**src/verilog/rtm_pkg.sv**
```systemverilog
package rtm_pkg;
  localparam int CNT_W = 32;
  localparam int NUM_CH = 3;
  localparam int DIV_W = 8;
  localparam logic [31:0] CNT_RST = 32'hFFFF_FFFF;
  localparam logic [31:0] RELOAD_RST = 32'hFFFF_FFFF;
  localparam logic [31:0] CAPT_RST = 32'h0000_0000;
  localparam logic [7:0] DIV_RST = 8'h00;
  // Count clock select codes
  localparam logic [2:0] CS_DIV4 = 3'h0;
  localparam logic [2:0] CS_DIV16 = 3'h1;
  localparam logic [2:0] CS_DIV64 = 3'h2;
  localparam logic [2:0] CS_DIV256 = 3'h3;
  localparam logic [2:0] CS_EXT = 3'h5;
  // Divider terminal masks: tick when the low bits are all ones
  localparam logic [7:0] DIV4_MASK = 8'h03;
  localparam logic [7:0] DIV16_MASK = 8'h0F;
  localparam logic [7:0] DIV64_MASK = 8'h3F;
  localparam logic [7:0] DIV256_MASK = 8'hFF;
  // Edge select codes
  localparam logic [1:0] EDGE_RISE = 2'h0;
  localparam logic [1:0] EDGE_FALL = 2'h1;
  // Capture control codes
  localparam logic [1:0] CAPT_IRQ = 2'h3;
  localparam int CAPT_EN_BIT = 1;
endpackage

```
**src/verilog/rtm_chan_if.sv**
```systemverilog
`timescale 1ns/1ps
interface rtm_chan_if;
  import rtm_pkg::*;
  logic run;
  logic [2:0] clk_sel;
  logic [1:0] edge_sel;
  logic cnt_we;
  logic reload_we;
  logic [CNT_W-1:0] wdata;
  logic flag_we;
  logic flag_wval;
  logic [CNT_W-1:0] cnt;
  logic [CNT_W-1:0] reload;
  logic uf_flag;
  modport chan (
    input run, clk_sel, edge_sel, cnt_we, reload_we, wdata, flag_we, flag_wval,
    output cnt, reload, uf_flag
  );
  modport ctrl (
    output run, clk_sel, edge_sel, cnt_we, reload_we, wdata, flag_we, flag_wval,
    input cnt, reload, uf_flag
  );
endinterface

```
**src/verilog/rtm_chan.sv**
```systemverilog
`timescale 1ns/1ps
module rtm_chan
  import rtm_pkg::*;
(
  input wire logic clk,
  input wire logic rst_n,
  input wire logic [3:0] div_tick,
  input wire logic ext_rise,
  input wire logic ext_fall,
  rtm_chan_if.chan bus
);
  typedef struct packed {
    logic [CNT_W-1:0] cnt;
    logic [CNT_W-1:0] reload;
    logic uf_flag;
  } rtm_chan_s;

  rtm_chan_s st_ff;
  rtm_chan_s nxt_st;
  logic ext_tick;
  logic tick;

  // Source select; prohibited codes never tick
  always_comb begin
    case (bus.edge_sel)
      EDGE_RISE: ext_tick = ext_rise; // [RQ19]
      EDGE_FALL: ext_tick = ext_fall;
      default: ext_tick = ext_rise | ext_fall; // [RQ7]
    endcase
    case (bus.clk_sel)
      CS_DIV4: tick = div_tick[0]; // [RQ6] [RQ18]
      CS_DIV16: tick = div_tick[1];
      CS_DIV64: tick = div_tick[2];
      CS_DIV256: tick = div_tick[3];
      CS_EXT: tick = ext_tick;
      default: tick = 1'b0;
    endcase
    tick = tick & bus.run; // [RQ2] [RQ22]
  end

  // Count, reload and flag update
  always_comb begin
    nxt_st = st_ff;
    if (tick) begin
      if (st_ff.cnt == '0) begin
        nxt_st.cnt = st_ff.reload; // [RQ5]
      end else begin
        nxt_st.cnt = st_ff.cnt - 1'b1; // [RQ1]
      end
    end
    // Writes win over counting; software halts the channel first anyway [RQ16]
    if (bus.cnt_we) begin
      nxt_st.cnt = bus.wdata;
    end
    if (bus.reload_we) begin
      nxt_st.reload = bus.wdata;
    end
    // Writing 1 keeps the flag; a same-cycle underflow beats a clear
    if (bus.flag_we && !bus.flag_wval) begin
      nxt_st.uf_flag = 1'b0; // [RQ13]
    end
    if (tick && st_ff.cnt == '0) begin
      nxt_st.uf_flag = 1'b1; // [RQ3]
    end
  end

  always_ff @(posedge clk or negedge rst_n) begin
    if (!rst_n) begin
      st_ff <= '{cnt: CNT_RST, reload: RELOAD_RST, uf_flag: 1'b0};
    end else begin
      st_ff <= nxt_st;
    end
  end

  assign bus.cnt = st_ff.cnt;
  assign bus.reload = st_ff.reload;
  assign bus.uf_flag = st_ff.uf_flag;

  property p_reload;
    @(posedge clk) disable iff (!rst_n)
    (tick && st_ff.cnt == '0 && !bus.cnt_we) |=> (st_ff.cnt == $past(st_ff.reload) && st_ff.uf_flag);
  endproperty
  a_reload: assert property (p_reload) else $error("no reload at underflow"); // [RQ5]

  property p_dec;
    @(posedge clk) disable iff (!rst_n)
    (tick && st_ff.cnt != '0 && !bus.cnt_we) |=> st_ff.cnt == $past(st_ff.cnt) - 32'h0000_0001;
  endproperty
  a_dec: assert property (p_dec) else $error("count did not decrement"); // [RQ1]

  property p_hold;
    @(posedge clk) disable iff (!rst_n)
    (!bus.run && !bus.cnt_we && !bus.flag_we) |=> ($stable(st_ff.cnt) && $stable(st_ff.uf_flag));
  endproperty
  a_hold: assert property (p_hold) else $error("stopped channel changed"); // [RQ22]

  property p_clear;
    @(posedge clk) disable iff (!rst_n)
    (bus.flag_we && !bus.flag_wval && !tick) |=> !st_ff.uf_flag;
  endproperty
  a_clear: assert property (p_clear) else $error("flag not cleared by 0"); // [RQ13]

  property p_keep;
    @(posedge clk) disable iff (!rst_n)
    (bus.flag_we && bus.flag_wval && st_ff.uf_flag) |=> st_ff.uf_flag;
  endproperty
  a_keep: assert property (p_keep) else $error("writing 1 disturbed flag"); // [RQ13]
endmodule // rtm_chan

```
**src/verilog/rtm_top.sv**
```systemverilog
`timescale 1ns/1ps
// Behaviour
// [RQ1] Three channels, each a 32-bit down counter and 32-bit reload constant.
// [RQ2] A channel counts only after its run bit is set.
// [RQ3] Underflow sets the channel's underflow flag.
// [RQ4] Underflow requests an interrupt when the channel's enable bit is 1.
// [RQ5] Underflow loads the reload constant and counting continues from it.
// [RQ6] Internal count clocks are the clock divided by 4, 16, 64 or 256.
// [RQ7] External pin counting on rising, falling or both edges.
// [RQ8] Pin pulses last 2 clocks single edge, 3 clocks both edges.
// [RQ9] Software picks an internal clock for channel 2 when capturing.
// [RQ10] Capture copies channel 2's count on the chosen pin edge.
// [RQ11] Capture is inert during standby.
// [RQ12] Sources: underflow per channel, plus channel 2 capture.
// [RQ13] Writing 0 clears a flag; writing 1 leaves it.
// [RQ14] A request stands only while flag and enable are both 1.
// [RQ15] Priority: ch0, ch1, ch2 underflow, then capture lowest.
// [RQ16] Software halts a channel before writing its registers.
// [RQ17] A read during a decrement returns the value before it.
// [RQ18] Clock select 000..011 are the divisors, 101 the pin, rest none.
// [RQ19] Edge select 00 rising, 01 falling, 1X both.
// [RQ20] Capture control 00 off, 01 prohibited, 10 on, 11 on with interrupt.
// [RQ21] A capture sets channel 2's capture flag, source of its interrupt.
// [RQ22] A stopped channel holds its count and flag.
module rtm_top
  import rtm_pkg::*;
(
  input wire logic clk,
  input wire logic rst_n,
  input wire logic ext_clock_capture_pin,
  input wire logic standby,
  input wire logic [NUM_CH-1:0] run_control_register,
  input wire logic [NUM_CH*3-1:0] count_clock_sel,
  input wire logic [NUM_CH*2-1:0] edge_sel,
  input wire logic [NUM_CH-1:0] underflow_irq_enable,
  input wire logic [1:0] capture_ctrl,
  input wire logic [CNT_W-1:0] wr_data,
  input wire logic [NUM_CH-1:0] wr_counter,
  input wire logic [NUM_CH-1:0] wr_reload,
  input wire logic [NUM_CH-1:0] wr_underflow_flag,
  input wire logic wr_capture_flag,
  output logic [NUM_CH*CNT_W-1:0] down_counter,
  output logic [NUM_CH*CNT_W-1:0] reload_constant,
  output logic [NUM_CH-1:0] underflow_flag,
  output logic capture_flag,
  output logic [CNT_W-1:0] capture_register_ch2,
  output logic underflow_irq_ch0,
  output logic underflow_irq_ch1,
  output logic underflow_irq_ch2,
  output logic capture_irq_ch2,
  output logic [3:0] irq_grant
);
  typedef struct packed {
    logic [DIV_W-1:0] div;
    logic pin_prev;
    logic [CNT_W-1:0] capt;
    logic capt_flag;
    logic [3:0] irq;
    logic [3:0] grant;
  } rtm_top_s;

  rtm_top_s st_ff;
  rtm_top_s nxt_st;
  logic [3:0] div_tick;
  logic ext_rise;
  logic ext_fall;
  logic capt_edge;
  logic capt_hit;
  logic [3:0] req;
  logic [CNT_W-1:0] cnt2;

  // Prescaler taps and pin edges from the held previous level
  always_comb begin
    div_tick[0] = (st_ff.div & DIV4_MASK) == DIV4_MASK; // [RQ6]
    div_tick[1] = (st_ff.div & DIV16_MASK) == DIV16_MASK;
    div_tick[2] = (st_ff.div & DIV64_MASK) == DIV64_MASK;
    div_tick[3] = (st_ff.div & DIV256_MASK) == DIV256_MASK;
    ext_rise = ext_clock_capture_pin & ~st_ff.pin_prev;
    ext_fall = ~ext_clock_capture_pin & st_ff.pin_prev;
  end

  // One channel instance per timer; all share prescaler and pin edges
  for (genvar g = 0; g < NUM_CH; g++) begin : gen_ch
    rtm_chan_if ch_if ();
    assign ch_if.run = run_control_register[g];
    assign ch_if.clk_sel = count_clock_sel[g*3 +: 3];
    assign ch_if.edge_sel = edge_sel[g*2 +: 2];
    assign ch_if.cnt_we = wr_counter[g];
    assign ch_if.reload_we = wr_reload[g];
    assign ch_if.wdata = wr_data;
    assign ch_if.flag_we = wr_underflow_flag[g];
    assign ch_if.flag_wval = wr_data[0];
    rtm_chan u_chan (
      .clk(clk),
      .rst_n(rst_n),
      .div_tick(div_tick),
      .ext_rise(ext_rise),
      .ext_fall(ext_fall),
      .bus(ch_if.chan)
    );
    // Counter read path is the register itself, so a read never sees a half step
    assign down_counter[g*CNT_W +: CNT_W] = ch_if.cnt; // [RQ17]
    assign reload_constant[g*CNT_W +: CNT_W] = ch_if.reload;
    assign underflow_flag[g] = ch_if.uf_flag;
  end

  assign cnt2 = down_counter[2*CNT_W +: CNT_W];

  // Capture edge selection and standby gate
  always_comb begin
    case (edge_sel[5:4])
      EDGE_RISE: capt_edge = ext_rise; // [RQ19]
      EDGE_FALL: capt_edge = ext_fall;
      default: capt_edge = ext_rise | ext_fall;
    endcase
    // Code 01 is prohibited and treated as off
    capt_hit = capt_edge & capture_ctrl[CAPT_EN_BIT] & ~standby; // [RQ20] [RQ11]
    req[0] = underflow_flag[0] & underflow_irq_enable[0]; // [RQ4] [RQ14]
    req[1] = underflow_flag[1] & underflow_irq_enable[1];
    req[2] = underflow_flag[2] & underflow_irq_enable[2];
    req[3] = st_ff.capt_flag & (capture_ctrl == CAPT_IRQ); // [RQ12]
  end

  // State update
  always_comb begin
    nxt_st = st_ff;
    nxt_st.div = st_ff.div + 1'b1;
    nxt_st.pin_prev = ext_clock_capture_pin;
    if (capt_hit) begin
      nxt_st.capt = cnt2; // [RQ10]
    end
    if (wr_capture_flag && !wr_data[0]) begin
      nxt_st.capt_flag = 1'b0; // [RQ13]
    end
    if (capt_hit) begin
      nxt_st.capt_flag = 1'b1; // [RQ21]
    end
    nxt_st.irq = req;
    // Fixed priority grant, lowest index wins
    nxt_st.grant = req & (~req + 4'h1); // [RQ15]
  end

  always_ff @(posedge clk or negedge rst_n) begin
    if (!rst_n) begin
      st_ff <= '{div: DIV_RST, pin_prev: 1'b0, capt: CAPT_RST, capt_flag: 1'b0,
                 irq: 4'h0, grant: 4'h0};
    end else begin
      st_ff <= nxt_st;
    end
  end

  assign capture_flag = st_ff.capt_flag;
  assign capture_register_ch2 = st_ff.capt;
  assign underflow_irq_ch0 = st_ff.irq[0];
  assign underflow_irq_ch1 = st_ff.irq[1];
  assign underflow_irq_ch2 = st_ff.irq[2];
  assign capture_irq_ch2 = st_ff.irq[3];
  assign irq_grant = st_ff.grant;

  property p_irq;
    @(posedge clk) disable iff (!rst_n)
    ##1 underflow_irq_ch1 == $past(underflow_flag[1] && underflow_irq_enable[1]);
  endproperty
  a_irq: assert property (p_irq) else $error("irq not flag and enable"); // [RQ14]

  property p_capt;
    @(posedge clk) disable iff (!rst_n)
    capt_hit |=> (capture_register_ch2 == $past(cnt2) && capture_flag);
  endproperty
  a_capt: assert property (p_capt) else $error("capture missed"); // [RQ10]

  property p_standby;
    @(posedge clk) disable iff (!rst_n)
    (standby && !(wr_capture_flag && !wr_data[0])) |=> ($stable(capture_register_ch2)
      && capture_flag == $past(capture_flag));
  endproperty
  a_standby: assert property (p_standby) else $error("capture during standby"); // [RQ11]

  // Channel 0 wins whatever else is pending
  property p_prio;
    @(posedge clk) disable iff (!rst_n)
    req[0] |=> irq_grant == 4'h1;
  endproperty
  a_prio: assert property (p_prio) else $error("priority order wrong"); // [RQ15]

  property p_prio_mid;
    @(posedge clk) disable iff (!rst_n)
    (req[1] && !req[0]) |=> irq_grant == 4'h2;
  endproperty
  a_prio_mid: assert property (p_prio_mid) else $error("channel 1 not granted"); // [RQ15]

  // Capture is granted only when no underflow is pending
  property p_prio_low;
    @(posedge clk) disable iff (!rst_n)
    (req[3] && req[2:0] == 3'h0) |=> irq_grant == 4'h8;
  endproperty
  a_prio_low: assert property (p_prio_low) else $error("capture not granted"); // [RQ15]

  property p_div4;
    @(posedge clk) disable iff (!rst_n)
    div_tick[0] |=> !div_tick[0] ##1 !div_tick[0] ##1 !div_tick[0] ##1 div_tick[0];
  endproperty
  a_div4: assert property (p_div4) else $error("divide by 4 period wrong"); // [RQ6]

  property p_irq0;
    @(posedge clk) disable iff (!rst_n)
    ##1 underflow_irq_ch0 == $past(underflow_flag[0] && underflow_irq_enable[0]);
  endproperty
  a_irq0: assert property (p_irq0) else $error("irq0 not flag and enable"); // [RQ4]

  property p_irq2;
    @(posedge clk) disable iff (!rst_n)
    ##1 underflow_irq_ch2 == $past(underflow_flag[2] && underflow_irq_enable[2]);
  endproperty
  a_irq2: assert property (p_irq2) else $error("irq2 not flag and enable"); // [RQ4]

  // Capture request only with flag set and the interrupt code selected
  property p_cirq;
    @(posedge clk) disable iff (!rst_n)
    ##1 capture_irq_ch2 == $past(capture_flag && capture_ctrl == CAPT_IRQ);
  endproperty
  a_cirq: assert property (p_cirq) else $error("capture irq not flag and enable"); // [RQ12]

  // Off and prohibited codes must ignore pin edges
  property p_capt_off;
    @(posedge clk) disable iff (!rst_n)
    (capt_edge && !capture_ctrl[CAPT_EN_BIT]) |=> ($stable(capture_register_ch2)
      && !$rose(capture_flag));
  endproperty
  a_capt_off: assert property (p_capt_off) else $error("capture while disabled"); // [RQ20]
endmodule // rtm_top

```
**config.mk**
```make
export PLATFORM = sky130hd
export DESIGN_NAME = rtm_top
export DESIGN_NICKNAME = d
export VERILOG_FILES = /design/src/verilog/rtm_pkg.sv /design/src/verilog/rtm_chan_if.sv /design/src/verilog/rtm_chan.sv /design/src/verilog/rtm_top.sv
export SDC_FILE = /design/constraint.sdc
export NUM_CORES = 1
export LEC_CHECK = 0
export BUFFER_PORTS_ARGS = -buffer_cell sky130_fd_sc_hd__buf_2
export CAP_MARGIN = 20
export CORE_UTILIZATION = 40
export DETAILED_ROUTE_END_ITERATION = 16
export PLACE_DENSITY = 0.64
export SLEW_MARGIN = 20
export SYNTH_ARGS = -nofsm -noshare
export SYNTH_HDL_FRONTEND = slang
export SYNTH_SLANG_ARGS = --single-unit
```
**constraint.sdc**
```tcl
create_clock -name clk -period 2.9 [get_ports clk]
set_input_delay 0.58 -clock clk [delete_from_list [all_inputs] [get_ports clk]]
set_output_delay 0.58 -clock clk [all_outputs]
set_load 0.02 [all_outputs]
```
# [Word-level counts from Yosys, hierarchy flattened]
# Index checks and enable logic that the tools add are counted.
[totals] reg_bits=245 inputBits=69 out_inout_bits=236
[op_classes] add_sub_neg=5 n_eq_ne=20 muxes=23 bitwise=17 n_reduce_logical=24
[ops] cell="2-to-1 mux 32 bit" n=9
[ops] cell="zero test 32 bit" n=3
[ops] cell="subtractor 32 x 1 -> 32 bit (second input constant)" n=3
[ops] cell="== test 3 x 2 -> 1 bit (second input constant)" n=6
[ops] cell="case mux 1 bit (5 select lines)" n=3
[ops] cell="nonzero test 2 bit" n=7
[ops] cell="bitwise AND 1 bit" n=11
[ops] cell="== test 3 x 1 -> 1 bit (second input constant)" n=3
[ops] cell="== test 3 bit (second input constant)" n=3
[ops] cell="zero test 3 bit" n=3
[ops] cell="adder 8 x 1 -> 8 bit (second input constant)" n=1
[ops] cell="== test 8 bit (second input constant)" n=1
[ops] cell="2-to-1 mux 1 bit" n=8
[ops] cell="logical AND 1 bit" n=7
[ops] cell="== test 2 x 1 -> 1 bit (second input constant)" n=3
[ops] cell="== test 6 bit (second input constant)" n=1
[ops] cell="zero test 2 bit" n=3
[ops] cell="case mux 1 bit (2 select lines)" n=3
[ops] cell="adder 4 x 1 -> 4 bit (second input constant)" n=1
[ops] cell="bitwise AND 4 bit" n=1
[ops] cell="== test 2 bit (second input constant)" n=2
[ops] cell="== test 4 bit (second input constant)" n=1
[ops] cell="inverter 4 bit" n=1
[ops] cell="inverter 1 bit" n=3
[ops] cell="2 further kinds" n=2

# [Longest topological paths before layout]
[logic_depth] word_depth=8 depth_mapped=10 mapped_depth_nobuf=8

# [By module]
# From an unflattened synthesis, not the netlist that was laid out.
[unflattened] hier_cells=1386 area_unflattened_um2=14067.2
[modules_own_cells] mod="rtm_chan at gen_ch[0].u_chan ..." instances=2 cells_per_inst=410 area_per_inst_um2=4002.6
[modules_own_cells] mod="rtm_chan at gen_ch[2].u_chan" instances=1 cells_per_inst=407 area_per_inst_um2=3895.0
[modules_own_cells] mod="rtm_top" instances=1 cells_per_inst=159 area_per_inst_um2=2167.1

# [Worst setup path after synthesis]
# OpenSTA, ideal clock, no wires.
[synth_timing] path_kind="flip-flop to flip-flop" start="register gen_ch[2].u_chan.st_ff (netlist bit gen_ch[2].u_chan.bus.cnt[25])" end="register gen_ch[2].u_chan.st_ff (netlist bit gen_ch[2].u_chan.bus.cnt[4])" setup_time_ns=0.079 arrival_time_ns=2.725 required_time_ns=2.821 setup_slack_ns=0.096 path_stages_with_launch=8 path_buffers=2 path_cell_list="dfstp_2 -> or4_4 -> or4b_1 -> buf_2 -> or4_4 -> or3_1 -> buf_6 -> o211a_1"
[synth_via] elab_chain_len=4
[synth_rtl] element="start: declaration" line_no="rtm_chan.sv:18" text="rtm_chan_s st_ff;"
[synth_rtl] element="start signal: assignment" line_no="rtm_chan.sv:69" text="st_ff <= '{cnt: CNT_RST, reload: RELOAD_RST, uf_flag: 1'b0};"
[synth_rtl] element="start signal: assignment" line_no="rtm_chan.sv:71" text="st_ff <= nxt_st;"
[synth_rtl] element="zero test 32 bit" line_no="rtm_chan.sv:45" text="if (st_ff.cnt == '0) begin"
[synth_rtl] element="2-to-1 mux 32 bit" line_no="rtm_chan.sv:45"
[synth_rtl] element="2-to-1 mux 32 bit" line_no="rtm_chan.sv:44" text="if (tick) begin"
[synth_rtl] element="2-to-1 mux 32 bit" line_no="rtm_chan.sv:52" text="if (bus.cnt_we) begin"
# Every way passes these cells. The select of a mux whose other input is x is not followed.
# A chain may end at the register's enable or synchronous reset.

# [Worst setup path in the final report]
[layout_timing] start="register gen_ch[2].u_chan.st_ff (netlist bit gen_ch[2].u_chan.bus.cnt[25])" end="register gen_ch[2].u_chan.st_ff (netlist bit gen_ch[2].u_chan.bus.cnt[9])"
# The elaborated chain is that of the path after synthesis.

==> impl_metrics.ini <==
[final_layout]
utilization = 0.5052
multiInputGateArea_sq_mm = 0.006405
seqCellArea_sq_mm = 0.006346
nNetsFinal = 1711
fin_cells = 2098
synthToLayoutAreaGrowth_pct = 23.10
layout-drive-gt1-share = 0.4580
nFillCells = 3082

[clocking]
clk_path_buf_depth = 3
cts_tree = built
numCtsBuffers = 28
clock-sinks = 244
insertion_delay_ps = 550
cts_setup_buffers = 0
cts.clk_slew.worst_paths_ps = 60
cts_root_buf = clkbuf_16
cts_htree_levels = 1

[route]
wl_per_cell_um = 21.77
drt_iter0_drc = 1063
ant_nets = 0
drc = 0
vias = 12050
via_per_inst = 5.741
first_pass_iters = 6
drt-total-wl_um = 45670

[sta]
fin_skew_ps = 10.63
hold_viol = 0
period_needed_ps = 2825
fmax_mhz = 354.0
hold_ws_ps = 267.0
slew_viol_final = 0
period_share = 0.9741
slew_headroom = 0.4362
tightest_slew_ps = 845.7
timing.final.setup_violations = 0
grt_setup_unrepaired = no

[worst_setup_path]
crit_path_start = gen_ch[2].u_chan.bus.cnt[25]
worst-path-buf-inv = 1
worst_setup_path_start_kind = flip-flop
worstPathRequired_ps = 3360
cp-end-kind = flip-flop
path_delay_family = simple AND/OR/NAND/NOR gates
slowest_delay_ps = 600
r2r_start = gen_ch[2].u_chan.bus.cnt[25]
cp_cell_sequence = or4_4 -> or4b_1 -> or4_4 -> buf_4 -> a21oi_2 -> nor3_1 -> nor4_2
cp.arrival_ps = 3280
cp_slowest_cell = or4b_1
crit_fanout = 6
worst-setup-path-type = reg2reg
crit_top_cell = or4_4

[synthesis]
yosysTopAreaCellShare = 0.3749
ys_ff_latch = 244
syn-num-nets = 1428
netlist_area_sq_mm = 0.01346
synth_seq_area_share = 0.4716
synth_area_leaders = dfstp_2 (37%), mux2_2 (10%), dfrtp_1 (9.7%), o21ai_0 (3.9%), a21oi_1 (2.8%)
synth_warnings = 0
synth.avg_cell_area_sq_um = 9.967
synth_top_area_cell = dfstp_2
synthArstFlopShare = 1.000
ys_types = 71
netlist_top_cells_count = dfstp_2 (192), mux2_2 (125), o21ai_0 (106), nor2_1 (100), nand2_1 (97)
synth_flop_cell = dfstp_2
yosysMostFrequentCell = dfstp_2
synth_edf_count = 0
netlist_instances = 1350

[placed_design]
portBuffers = 304
place_inst = 2044
finalWeightedCongestion = 0.9484
place_hpwl_um = 33650

[pwr]
swShare = 0.3118
p_leak_nw = 7.028
combPwrFrac = 0.205
intPower_mw = 7.208
p_clk_frac = 0.366
p_switching_mw = 3.265
powerDensity_mw_per_mm2 = 632.3
ir_worst_vdd_mv = 0.4999
p_seq_frac = 0.429

[grt]
globalRouteOverflowTotal = 0
grt_pass1_vias = 11490
track_usage = 0.2630
grt_max_degree = 57
grt_pass1_wl_um = 68920
grt_antenna_before_repair = 2

[outcome]
status = completed

[min_path]
min_from = ext_clock_capture_pin
hold_path.class = in2reg

[floorplanning]
io_pins = 305
rows = 66
die_y_um = 185.4
die_w_um = 185.4
initial_core_util = 0.4104
die-area_sq_mm = 0.03438
core_sq_mm = 0.03278

[flow_run]
drv_cap = 0
[layer usage]
layer / global-route usage / wire length (um) / up-vias / share of wire
li1: - / - / 5471 / -
met1: 0.3626 / 19920 / 5958 / 0.44
met2: 0.4099 / 20300 / 523 / 0.44
met3: 0.04896 / 3684 / 93 / 0.081
met4: 0.09587 / 1770 / 0 / 0.039
met5: 0 / 0 / - / 0
[registers in the layout, summed over array words and instances, names as in the netlist]
register,flops
gen_ch.u_chan.bus.cnt,96
gen_ch.u_chan.bus.reload,96
capture_register_ch2,32
st_ff,9
irq_grant,4
gen_ch.u_chan.bus.uf_flag,3
capture_flag,1
capture_irq_ch2,1
underflow_irq_ch1,1
underflow_irq_ch2,1
[power by group through the flow]
| stage | registers [mW] | clock network [mW] | logic (mW) |
|---|---|---|---|
| final | 4.49 | 3.83 | 2.15 |
| after global routing | 4.55 | 4.05 | 2.32 |
| after CTS | 4.49 | 3.91 | 2.16 |
| after detailed placement | 4.54 | 0 | 2.15 |
| after global placement | 4.52 | 0 | 2.12 |
| after floorplan | 4.74 | 0 | 1.17 |
[area by class of cell]
type,instances,share of cell area
antenna,1,0.0001511
clock buffer,33,0.04653
clock inverter,19,0.01405
inverter,29,0.006572
multi-input combinational,953,0.3867
sequential,244,0.3831
tap,442,0.03339
timing repair buffer,377,0.1295
[timing repair]
action	4_1_cts	5_1_grt
hold buffers	1	0
hold endpoints to repair	20	0
setup endpoints to repair	0	8
resized for setup	0	2
[worst paths after layout]
| check | to | slack (ps) | cells past startpoint |
|---|---|---|---|
| min in group asynchronous | st_ff[49] | 550 | 2 |
| max | gen_ch[2].u_chan.bus.cnt[9] | 80 | 7 |
| min | st_ff[41] | 270 | 2 |
| max in group asynchronous | gen_ch[1].u_chan.bus.reload[3] | 1590 | 3 |
| min reg2reg | st_ff[42] | 470 | 1 |
| max reg2reg | gen_ch[2].u_chan.bus.cnt[9] | 80 | 7 |
[placed cells by master (no fill, tap or decap), drive strengths merged, types with 8 or more instances in the layout]
cell type and n:
buf 376, dfstp 192, mux2 125, o21ai 106
nor2 100, nand2 97, a21oi 76, dfrtp 52
nor3 41, xor2 38, o211ai 38, nor4 36
nand3 33, clkbuf 33, inv 31, xnor2 20
nand4 19, and3 17, a21o 15, nor2b 14
nor3b 12, mux2i 12, a2bb2oi 11, o22ai 11
or3 11, o31ai 10, ha 9, clkinv 9
or4 9, a22oi 8, a211oi 8
[metrics by stage]
stage                     setup TNS (ps)  power (mW)  instance area [sq um]  setup slack, ps
after global placement            -12.15       6.644                  15540           -12.15
after detailed placement          -789.6       6.686                  15540           -104.0
after global routing                   0       10.92                  16560            5.716
after CTS                              0       10.56                  16550            18.33
after floorplan                        0       5.907                  13460            96.09
final                                  0       10.47                  16560            75.07
[kinds of logic (layout without fill, tap and decap cells)]
kind of cell	after synthesis	in the layout	synth area share
AO/OA/AOI/OAI	328	328	0.1546
XOR/XNOR	58	58	0.03775
adder cells (fa/ha/maj)	9	9	0.008369
buffers and inverters	153	458	0.05440
flip-flops	244	244	0.4716
multiplexers	137	137	0.1135
other	0	1	0
AND/OR/NAND/NOR	421	421	0.1597
(Power assumes the default switching activity.)
